## src/inc/alrd_pkg.sv

```systemverilog
// package: opcode constants, field layout and decode types
package alrd_pkg;

  // opcode field positions
  localparam int ALRD_TOP_HI = 7;
  localparam int ALRD_TOP_LO = 6;
  localparam int ALRD_MID_HI = 5;
  localparam int ALRD_MID_LO = 3;
  localparam int ALRD_LOW_HI = 2;
  localparam int ALRD_LOW_LO = 0;
  localparam int ALRD_CARRY_VARIANT_BIT = 4;

  // group selectors in the top two bits
  localparam logic [1:0] ALRD_TOP_LOGIC = 2'h2;
  localparam logic [1:0] ALRD_TOP_IMM = 2'h3;

  // function codes in bits five to three of the logic group
  localparam logic [2:0] ALRD_FN_AND = 3'h4;
  localparam logic [2:0] ALRD_FN_XOR = 3'h5;
  localparam logic [2:0] ALRD_FN_OR = 3'h6;
  localparam logic [2:0] ALRD_FN_COMPARE = 3'h7;

  // operand field codes
  localparam logic [2:0] ALRD_FLD_B = 3'h0;
  localparam logic [2:0] ALRD_FLD_C = 3'h1;
  localparam logic [2:0] ALRD_FLD_D = 3'h2;
  localparam logic [2:0] ALRD_FLD_E = 3'h3;
  localparam logic [2:0] ALRD_FLD_H = 3'h4;
  localparam logic [2:0] ALRD_FLD_L = 3'h5;
  localparam logic [2:0] ALRD_FLD_MEMORY = 3'h6;
  localparam logic [2:0] ALRD_FLD_ACCUMULATOR = 3'h7;

  // whole opcodes
  localparam logic [7:0] ALRD_OPC_AND_IMM = 8'he6;
  localparam logic [7:0] ALRD_OPC_XOR_IMM = 8'hee;
  localparam logic [7:0] ALRD_OPC_OR_IMM = 8'hf6;
  localparam logic [7:0] ALRD_OPC_COMPARE_IMM = 8'hfe;
  localparam logic [7:0] ALRD_OPC_SUB_IMM_BORROW = 8'hde;
  localparam logic [7:0] ALRD_OPC_ROT_LEFT = 8'h07;
  localparam logic [7:0] ALRD_OPC_ROT_RIGHT = 8'h0f;
  localparam logic [7:0] ALRD_OPC_ROT_LEFT_CARRY = 8'h17;
  localparam logic [7:0] ALRD_OPC_ROT_RIGHT_CARRY = 8'h1f;
  localparam logic [7:0] ALRD_OPC_COMPLEMENT_ACC = 8'h2f;
  localparam logic [7:0] ALRD_OPC_CARRY_SET = 8'h37;
  localparam logic [7:0] ALRD_OPC_CARRY_COMPLEMENT = 8'h3f;
  localparam logic [7:0] ALRD_OPC_DECIMAL_ADJUST = 8'h27;
  localparam logic [7:0] ALRD_OPC_INTERRUPTS_ON = 8'hfb;
  localparam logic [7:0] ALRD_OPC_INTERRUPTS_OFF = 8'hf3;
  localparam logic [7:0] ALRD_OPC_NO_OPERATION = 8'h00;
  localparam logic [7:0] ALRD_OPC_HALT = 8'h76;
  localparam logic [7:0] ALRD_OPC_READ_INT_MASK = 8'h20;
  localparam logic [7:0] ALRD_OPC_SET_INT_MASK = 8'h30;

  // conditional return: 11 ccc 000
  localparam logic [2:0] ALRD_LOW_COND_RETURN = 3'h0;

  // execution lengths of condition dependent instructions
  localparam logic [3:0] ALRD_CYCLES_NOT_MET = 4'h6;
  localparam logic [3:0] ALRD_CYCLES_MET = 4'hc;
  localparam logic [3:0] ALRD_CYCLES_FIXED = 4'h0;

  // condition codes in bits five to three
  localparam logic [2:0] ALRD_CC_NOT_ZERO = 3'h0;
  localparam logic [2:0] ALRD_CC_ZERO = 3'h1;
  localparam logic [2:0] ALRD_CC_NO_CARRY = 3'h2;
  localparam logic [2:0] ALRD_CC_CARRY = 3'h3;
  localparam logic [2:0] ALRD_CC_PARITY_ODD = 3'h4;
  localparam logic [2:0] ALRD_CC_PARITY_EVEN = 3'h5;
  localparam logic [2:0] ALRD_CC_PLUS = 3'h6;
  localparam logic [2:0] ALRD_CC_MINUS = 3'h7;

  // decoded operation, one hot
  typedef enum logic [24:0] {
    OP_UNDECODED = 25'h0000001,
    OP_AND_WITH_ACCUMULATOR = 25'h0000002,
    OP_XOR_WITH_ACCUMULATOR = 25'h0000004,
    OP_OR_WITH_ACCUMULATOR = 25'h0000008,
    OP_COMPARE_WITH_ACCUMULATOR = 25'h0000010,
    OP_AND_IMMEDIATE = 25'h0000020,
    OP_XOR_IMMEDIATE = 25'h0000040,
    OP_OR_IMMEDIATE = 25'h0000080,
    OP_COMPARE_IMMEDIATE = 25'h0000100,
    OP_SUBTRACT_IMMEDIATE_BORROW = 25'h0000200,
    OP_ROTATE_LEFT_CIRCULAR = 25'h0000400,
    OP_ROTATE_RIGHT_CIRCULAR = 25'h0000800,
    OP_ROTATE_LEFT_VIA_CARRY = 25'h0001000,
    OP_ROTATE_RIGHT_VIA_CARRY = 25'h0002000,
    OP_COMPLEMENT_ACCUMULATOR = 25'h0004000,
    OP_CARRY_FLAG_SET = 25'h0008000,
    OP_COMPLEMENT_CARRY_FLAG = 25'h0010000,
    OP_DECIMAL_ADJUST = 25'h0020000,
    OP_INTERRUPTS_ON = 25'h0040000,
    OP_INTERRUPTS_OFF = 25'h0080000,
    OP_NO_OPERATION = 25'h0100000,
    OP_HALT_PROCESSOR = 25'h0200000,
    OP_READ_INTERRUPT_MASK = 25'h0400000,
    OP_SET_INTERRUPT_MASK = 25'h0800000,
    OP_CONDITIONAL_RETURN = 25'h1000000
  } alrd_op_t;

  // decoded operand source, one hot
  typedef enum logic [8:0] {
    SRC_NONE = 9'h001,
    SRC_B = 9'h002,
    SRC_C = 9'h004,
    SRC_D = 9'h008,
    SRC_E = 9'h010,
    SRC_H = 9'h020,
    SRC_L = 9'h040,
    SRC_MEMORY = 9'h080,
    SRC_ACCUMULATOR = 9'h100
  } alrd_src_t;

  // processor flags offered for condition tests
  typedef struct packed {
    logic sign;
    logic zero;
    logic parity;
    logic carry;
  } alrd_flags_t;

  // full decode result handed to fetch and execute
  typedef struct packed {
    alrd_op_t op;
    alrd_src_t source;
    logic [2:0] source_operand_field;
    logic memory_operand;
    logic immediate_byte;
    logic cond_dependent;
    logic cond_met;
    logic [3:0] cycles;
  } alrd_decode_t;

  localparam alrd_decode_t ALRD_DECODE_RESET = '{
    op: OP_NO_OPERATION, source: SRC_NONE, source_operand_field: 3'h0,
    memory_operand: 1'b0, immediate_byte: 1'b0, cond_dependent: 1'b0,
    cond_met: 1'b0, cycles: 4'h0};

endpackage

```

## src/verilog/alrd_cond_eval.sv

```systemverilog
// condition test: flag check for condition dependent instructions
`timescale 1ns/1ps

module alrd_cond_eval (
  input wire logic [2:0] cond_code, // condition field, bits five to three
  input wire alrd_pkg::alrd_flags_t flags, // current processor flags
  output logic met // tested condition holds
);
  import alrd_pkg::*;

  // pick the flag named by the code, then its polarity
  always_comb begin
    case (cond_code)
      ALRD_CC_NOT_ZERO: met = ~flags.zero;
      ALRD_CC_ZERO: met = flags.zero;
      ALRD_CC_NO_CARRY: met = ~flags.carry;
      ALRD_CC_CARRY: met = flags.carry;
      ALRD_CC_PARITY_ODD: met = ~flags.parity;
      ALRD_CC_PARITY_EVEN: met = flags.parity;
      ALRD_CC_PLUS: met = ~flags.sign;
      ALRD_CC_MINUS: met = flags.sign;
      default: met = 1'b0;
    endcase
  end

endmodule

```

## src/verilog/alrd_decoder.sv

```systemverilog
// decoder for logical, compare, rotate and control opcodes
//
// Operation
// - operand field 000-111 maps B..L, memory, accumulator
// - top bits 10: bits 5:3 function, low source
// - AND/XOR/OR/compare with low bits 110 fetch operand from memory
// - E6/EE/F6/FE immediates; DE subtract immediate borrow
// - 07 left rotate, 17 through carry
// - 0F right rotate, 1F through carry
// - conditional instructions take 6 or 12 cycles
`timescale 1ns/1ps

module alrd_decoder (
  input wire logic sys_clk, // processor clock, 100 MHz
  input wire logic rst, // synchronous reset, active high
  input wire logic [7:0] opcode, // fetched opcode byte
  input wire logic opcode_valid, // opcode byte present this cycle
  input wire alrd_pkg::alrd_flags_t flags, // flags for condition tests
  output alrd_pkg::alrd_decode_t decode_q, // registered decode result
  output logic decode_valid_q // decode_q belongs to a new opcode
);
  import alrd_pkg::*;

  // decode outline, one byte per valid cycle:
  //   10 fff rrr  logic group; fff picks the function, rrr the source
  //   11 ccc 000  conditional return; its length follows one flag
  //   anything else is matched as a whole byte or left undecoded
  // the result leaves one edge after the byte is taken; there is no
  // back-pressure, so a byte offered every cycle is decoded every cycle
  // the immediate operand itself is not taken here: immediate_byte only
  // tells the fetcher that one more byte belongs to this instruction
  // undecoded bytes belong to other groups and are left to other logic

  // operand field to one-hot source, used only for the source field
  function automatic alrd_src_t field_to_src(input logic [2:0] fld);
    alrd_src_t s;
    s = SRC_NONE;
    case (fld)
      ALRD_FLD_B: s = SRC_B;
      ALRD_FLD_C: s = SRC_C;
      ALRD_FLD_D: s = SRC_D;
      ALRD_FLD_E: s = SRC_E;
      ALRD_FLD_H: s = SRC_H;
      ALRD_FLD_L: s = SRC_L;
      ALRD_FLD_MEMORY: s = SRC_MEMORY;
      ALRD_FLD_ACCUMULATOR: s = SRC_ACCUMULATOR;
      // every code is listed; the default guards unknown input bits
      default: s = SRC_NONE;
    endcase
    return s;
  endfunction

  // opcode field slices
  logic [1:0] top_bits; // group selector
  logic [2:0] mid_bits; // function or condition field
  logic [2:0] low_bits; // source operand field
  logic cond_met; // condition evaluated on live flags

  // slice positions live in the package, so a remap touches one place
  assign top_bits = opcode[ALRD_TOP_HI:ALRD_TOP_LO];
  assign mid_bits = opcode[ALRD_MID_HI:ALRD_MID_LO];
  assign low_bits = opcode[ALRD_LOW_HI:ALRD_LOW_LO];

  // the condition is judged on the flags of the decode cycle; a flag
  // that changes one cycle later does not alter the stored length
  // the evaluator is a module of its own so the flag map has one home
  // flags come from the same clock domain, so no synchroniser here
  alrd_cond_eval u_cond (
    .cond_code(mid_bits),
    .flags(flags),
    .met(cond_met)
  );

  // next-state values
  // both are read only by the hold mux and the register stage
  alrd_decode_t decode_d; // decode result for the byte on opcode
  logic decode_valid_d; // valid flag next value

  // combinational decode of the present byte
  always_comb begin
    // start from the quiet result so every field is set on every path
    decode_d = ALRD_DECODE_RESET;
    decode_d.op = OP_UNDECODED;
    // the field passes through for every opcode; fetch ignores it
    // when the operation names no register
    decode_d.source_operand_field = low_bits;
    // cycles stays zero unless the opcode is condition dependent
    decode_d.cycles = ALRD_CYCLES_FIXED;
    if (top_bits == ALRD_TOP_LOGIC) begin
      // register, memory or accumulator form of the logic group
      decode_d.source = field_to_src(low_bits);
      // the memory form costs one extra bus read, keyed on this flag
      decode_d.memory_operand = (low_bits == ALRD_FLD_MEMORY);
      case (mid_bits)
        ALRD_FN_AND: decode_d.op = OP_AND_WITH_ACCUMULATOR;
        ALRD_FN_XOR: decode_d.op = OP_XOR_WITH_ACCUMULATOR;
        ALRD_FN_OR: decode_d.op = OP_OR_WITH_ACCUMULATOR;
        ALRD_FN_COMPARE: begin
          decode_d.op = OP_COMPARE_WITH_ACCUMULATOR;
        end
        default: begin
          // arithmetic codes live in another block; stay undecoded
          decode_d.op = OP_UNDECODED;
          decode_d.source = SRC_NONE;
          decode_d.memory_operand = 1'b0;
        end
      endcase
    end else if (top_bits == ALRD_TOP_IMM &&
                 low_bits == ALRD_LOW_COND_RETURN) begin
      // condition dependent: length follows the tested flag
      decode_d.op = OP_CONDITIONAL_RETURN;
      // the condition field shares bits five to three with the function
      // both lengths are package constants; fetch counts them down
      decode_d.cond_dependent = 1'b1;
      decode_d.cond_met = cond_met;
      decode_d.cycles = cond_met ? ALRD_CYCLES_MET
                                 : ALRD_CYCLES_NOT_MET;
    end else begin
      // whole-byte matches for immediates, rotates and controls
      case (opcode)
        // immediate forms: a second byte follows the opcode
        ALRD_OPC_AND_IMM: begin
          decode_d.op = OP_AND_IMMEDIATE;
          decode_d.immediate_byte = 1'b1;
        end
        ALRD_OPC_XOR_IMM: begin
          decode_d.op = OP_XOR_IMMEDIATE;
          decode_d.immediate_byte = 1'b1;
        end
        ALRD_OPC_OR_IMM: begin
          decode_d.op = OP_OR_IMMEDIATE;
          decode_d.immediate_byte = 1'b1;
        end
        ALRD_OPC_COMPARE_IMM: begin
          decode_d.op = OP_COMPARE_IMMEDIATE;
          decode_d.immediate_byte = 1'b1;
        end
        // subtract with borrow is the one arithmetic form decoded here
        ALRD_OPC_SUB_IMM_BORROW: begin
          decode_d.op = OP_SUBTRACT_IMMEDIATE_BORROW;
          decode_d.immediate_byte = 1'b1;
        end
        // accumulator rotates, circular or through the carry flag
        ALRD_OPC_ROT_LEFT, ALRD_OPC_ROT_LEFT_CARRY: begin
          // bit four picks the through-carry variant
          decode_d.source = SRC_ACCUMULATOR;
          decode_d.op = opcode[ALRD_CARRY_VARIANT_BIT]
                        ? OP_ROTATE_LEFT_VIA_CARRY
                        : OP_ROTATE_LEFT_CIRCULAR;
        end
        ALRD_OPC_ROT_RIGHT, ALRD_OPC_ROT_RIGHT_CARRY: begin
          // bit four again picks the through-carry variant
          decode_d.source = SRC_ACCUMULATOR;
          decode_d.op = opcode[ALRD_CARRY_VARIANT_BIT]
                        ? OP_ROTATE_RIGHT_VIA_CARRY
                        : OP_ROTATE_RIGHT_CIRCULAR;
        end
        // accumulator and carry flag operations without an operand
        ALRD_OPC_COMPLEMENT_ACC: begin
          decode_d.op = OP_COMPLEMENT_ACCUMULATOR;
          decode_d.source = SRC_ACCUMULATOR;
        end
        ALRD_OPC_CARRY_SET: decode_d.op = OP_CARRY_FLAG_SET;
        ALRD_OPC_CARRY_COMPLEMENT: begin
          decode_d.op = OP_COMPLEMENT_CARRY_FLAG;
        end
        ALRD_OPC_DECIMAL_ADJUST: begin
          decode_d.op = OP_DECIMAL_ADJUST;
          decode_d.source = SRC_ACCUMULATOR;
        end
        // interrupt control and machine control
        ALRD_OPC_INTERRUPTS_ON: decode_d.op = OP_INTERRUPTS_ON;
        ALRD_OPC_INTERRUPTS_OFF: begin
          decode_d.op = OP_INTERRUPTS_OFF;
        end
        ALRD_OPC_NO_OPERATION: decode_d.op = OP_NO_OPERATION;
        ALRD_OPC_HALT: decode_d.op = OP_HALT_PROCESSOR;
        // mask transfers: the set form reads the accumulator
        ALRD_OPC_READ_INT_MASK: begin
          decode_d.op = OP_READ_INTERRUPT_MASK;
        end
        ALRD_OPC_SET_INT_MASK: begin
          decode_d.op = OP_SET_INTERRUPT_MASK;
          decode_d.source = SRC_ACCUMULATOR;
        end
        // arithmetic, move, branch and stack codes land here
        default: decode_d.op = OP_UNDECODED; // other groups
      endcase
    end
    // the strobe follows the byte strobe alone; reset clears it below
    decode_valid_d = opcode_valid;
  end

  // trade-off: the hold costs a mux on every result bit but spares
  // the datapath a capture register of its own
  // a byte offered with the strobe low is ignored, whatever it shows
  // register stage; result holds when no new byte arrives so the
  // datapath may sample it late without a hold register of its own
  alrd_decode_t hold_d; // value actually loaded
  always_comb begin
    hold_d = opcode_valid ? decode_d : decode_q;
  end

  // registers only; reset wins over a byte offered in the same cycle,
  // so that byte is lost and fetch must offer it again
  always_ff @(posedge sys_clk) begin
    if (rst) begin
      decode_q <= ALRD_DECODE_RESET;
      decode_valid_q <= 1'b0;
    end else begin
      // load the held or the fresh result
      decode_q <= hold_d;
      decode_valid_q <= decode_valid_d;
    end
  end

  // limitation: the decoder sees one byte at a time and keeps no
  // knowledge of instruction boundaries; a data byte offered with the
  // strobe high is decoded as if it were an opcode, so the fetcher must
  // raise opcode_valid only on the first byte of each instruction
  // and keep it low on the bytes that follow

endmodule
```

## config.mk

```make
export PLATFORM = sky130hd
export DESIGN_NAME = alrd_decoder
export DESIGN_NICKNAME = d
export VERILOG_FILES = /design/src/inc/alrd_pkg.sv /design/src/verilog/alrd_cond_eval.sv /design/src/verilog/alrd_decoder.sv
export SDC_FILE = /design/constraint.sdc
export NUM_CORES = 1
export LEC_CHECK = 0
export BUFFER_PORTS_ARGS = -buffer_cell sky130_fd_sc_hd__buf_2
export CAP_MARGIN = 20
export CELL_PAD_IN_SITES_DETAIL_PLACEMENT = 0
export CELL_PAD_IN_SITES_GLOBAL_PLACEMENT = 1
export CORE_MARGIN = 1.5
export CORE_UTILIZATION = 35
export CTS_CLUSTER_SIZE = 14
export DETAILED_ROUTE_END_ITERATION = 10
export GPL_TIMING_DRIVEN = 1
export PLACE_DENSITY_LB_ADDON = 0.12
export REMOVE_ABC_BUFFERS = 1
export SLEW_MARGIN = 20
export SYNTH_ARGS = -nofsm -noshare
export SYNTH_HDL_FRONTEND = slang
export SYNTH_SLANG_ARGS = --single-unit
```

## constraint.sdc

```tcl
create_clock -name sys_clk -period 1.55 [get_ports sys_clk]
set_input_delay 0.0775 -clock sys_clk [delete_from_list [all_inputs] [get_ports sys_clk]]
set_output_delay 0.0775 -clock sys_clk [all_outputs]
set_load 0.01 [all_outputs]
```

==> results.py <==
metrics = {
    "clock_tree": {
        "ctsHtreeMaxLevel": 2,
        "cts_setup_buffers": 0,
        "clock_latency_ns": 0.29,
        "cts_resized": 0,
        "cts_tree": "built",
        "clk_pin_slew_ns": 0.08,
        "hold_buffers": 0,
        "cts_root_buffer": "clkbuf_8",
        "numCtsBuffers": 5,
        "cts_sinks": 41,
        "cts_buffer_depth": 2,
    },
    "yosys": {
        "synth_edf_count": 0,
        "synth_top_family_by_area": "simple AND/OR/NAND/NOR gates",
        "synth_fa_ha_area_share_pct": 0,
        "async_flop_share_pct": 0,
        "synthCells": 208,
        "synthesis.area_um2": 1824,
        "synth.avg_cell_area_um2": 8.770,
        "synthXorXnorAreaFrac_pct": 0.4801,
        "synthFlopType": "dfxtp_1",
        "seq_area_frac_synth_pct": 44.99,
        "synth_cell_types": 47,
        "ys.warnings.count": 0,
        "synthMuxAreaShare_pct": 2.881,
        "synth.top_cell.area_share_pct": 44.99,
        "synth-seq-cells": 41,
        "synthTopCellsByArea": "dfxtp_1 (45%), nand2_1 (7.0%), nor2_1 (3.5%)",
        "synth_compound_area_share_pct": 20.16,
        "synthSimpleGateAreaFrac_pct": 23.05,
        "yosysTopAreaCell": "dfxtp_1",
    },
    "place": {
        "pre_cts_ws_ns": 0.2126,
        "port_buffers": 59,
        "gp_congestion": 0.7516,
        "dpl.hpwl_um": 3370,
    },
    "routing": {
        "drc": 0,
        "ant_nets": 0,
        "first_pass_iters": 4,
        "via_per_inst": 4.874,
        "wl_per_cell_um": 13.68,
        "wl_um": 4554,
        "num_vias": 1623,
        "dr.first_iter.drc_count": 64,
    },
    "sta": {
        "worst_slack_ns": 0.5055,
        "rsz0062_at_grt": "no",
        "period_share_pct": 67.39,
        "setup_viol": 0,
        "skew_ns": 0,
        "tns_ns": 0,
        "fin_crit_ns": 1.045,
        "fmax_mhz": 957.4,
        "final_hold_viol_count": 0,
        "drv_slew": 0,
    },
    "critical_path": {
        "path_class": "in2reg",
        "setup.worst_path.end": "decode_q[3]",
        "reg2reg_slack_ns": 0.70,
        "critPathMaxFanout": 10,
        "cp-end-kind": "flop",
        "critPathLaunchType": "input pin",
        "worstPathArrival_ns": 1.23,
        "critPathLaunch": "opcode[5]",
        "reg2reg_depth": 3,
        "cp.required_ns": 1.74,
        "regToRegStartpoint": "decode_q[20]",
        "r2r_end": "decode_q[20]",
    },
    "final_layout": {
        "layout.nets": 277,
        "final_common_cell": "buf_2",
        "syn_to_final_growth_pct": 23.87,
        "fillCellCount": 563,
        "layout-drive-gt1-share_pct": 32.70,
        "mostFrequentLayoutCells": "buf_2 (59), dfxtp_1 (41), nand2_1 (34)",
        "diodes": 0,
    },
    "grt": {
        "track_usage_pct": 16.81,
        "grt_use_met3_pct": 4.953,
        "grt.met1_usage_pct": 21.92,
        "grt_use_met2_pct": 27.14,
        "antenna_found_initial": 0,
        "grt_first_pass_wirelength_um": 7141,
        "grt_max_degree": 18,
        "grt_pass1_vias": 1497,
        "grt_remaining_overflow": 0,
        "top_usage_layer": "met2",
    },
    "power": {
        "vdd_drop_max_uv": 429.7,
        "power.leakage_nw": 0.9893,
        "p_per_area_nw_per_um2": 972.1,
    },
    "floorplan": {
        "die_w_um": 75.20,
        "fp.coreArea_um2": 5075,
        "row_count": 26,
        "die_area_um2": 5654,
        "start_util_pct": 35.95,
        "die_y_um": 75.20,
        "io_pins": 61,
    },
    "status": {
        "status": "finished, final reports clean",
    },
    "hold_path": {
        "hold_path_class": "in2reg",
        "hold_start": "opcode_valid",
    },
    "run": {
        "max_cap_viol_count": 0,
    },
}
==> cell type report <==
class | instances | area [um^2] | share of cell area (%)
Clock inverter | 1 | 30.03 | 1.329
Clock buffer | 7 | 86.33 | 3.821
Timing Repair Buffer | 68 | 362.8 | 16.06
Tap cell | 70 | 87.58 | 3.876
Sequential cell | 41 | 820.8 | 36.32
Multi-Input combinational cell | 141 | 853.3 | 37.76
Inverter | 5 | 18.77 | 0.8306
==> worst max-delay path: stages <==
cell and delay (ns):
buf_2 0.20, mux4_2 0.54, xnor2_1 0.15, a32o_1 0.26
==> cells in the mapped netlist, types with 3 or more instances <==
cell type  count
a21oi_1       12
o21ai_0        4
mux2i_1        3
clkbuf_1       5
buf_4          6
a32o_1         4
and2_1         3
a22oi_1        6
buf_6          3
nand2_1       34
inv_1          5
dfxtp_1       41
buf_2          6
nor3b_1        3
nor2_1        17
nand4_1        3
nand3_1        6
o21ai_1        9
nor2b_1        5
==> power by group <==
| group | internal [mW] | switching, mW |
|---|---|---|
| clock | 0.525 | 0.368 |
| sequential | 1.07 | 0.00718 |
| combinational | 0.0823 | 0.144 |
| total | 1.68 | 0.520 |
==> how the worst min path moves through the flow <==
stage / end / slack [ns] / cells past startpoint
3_3_place_gp: decode_q[11] / 0.41 / 2
4_1_cts: decode_q[11] / 0.11 / 2
3_5_place_dp: decode_q[11] / 0.42 / 2
2_1_floorplan: decode_q[19] / 0.15 / 1
5_1_grt: decode_q[11] / 0.12 / 2
6_report: decode_q[11] / 0.11 / 2
==> state kept, by name (all words and copies together) (netlist names) <==
register / count
decode_q: 40
decode_valid_q: 1
==> per-stage QoR <==
| stage | power, mW | util (%) | cells | cell area, um^2 | hold slack, ns |
|---|---|---|---|---|---|
| after floorplan | 1.205 | - | 187 | 1693 | 0.1454 |
| final | 2.197 | 44.53 | 333 | 2260 | 0.1123 |
| after global placement | 1.332 | 42.23 | 325 | 2143 | 0.4143 |
| after detailed placement | 1.330 | 42.23 | 325 | 2143 | 0.4188 |
| after global routing | 2.290 | 44.53 | 333 | 2260 | 0.1207 |
| after CTS | 2.230 | 44.53 | 333 | 2260 | 0.1094 |
==> logic make-up (layout without fill, tap and decap cells) <==
kind of cell,Yosys count,after routing
AOI/OAI and AO/OA,50,50
and+or+nand+nor,85,85
muxes,4,4
other,1,1
DFF,41,41
xor gates and xnor gates,1,1
buffers and inverters,26,81
==> routing by layer <==
layer | share of wire [%] | routed length, um
met5 | 0 | 0
met4 | 0.79 | 36
met3 | 5.1 | 233
met2 | 47 | 2141
met1 | 47 | 2143
Note: power is estimated with default switching activity, not from simulation.
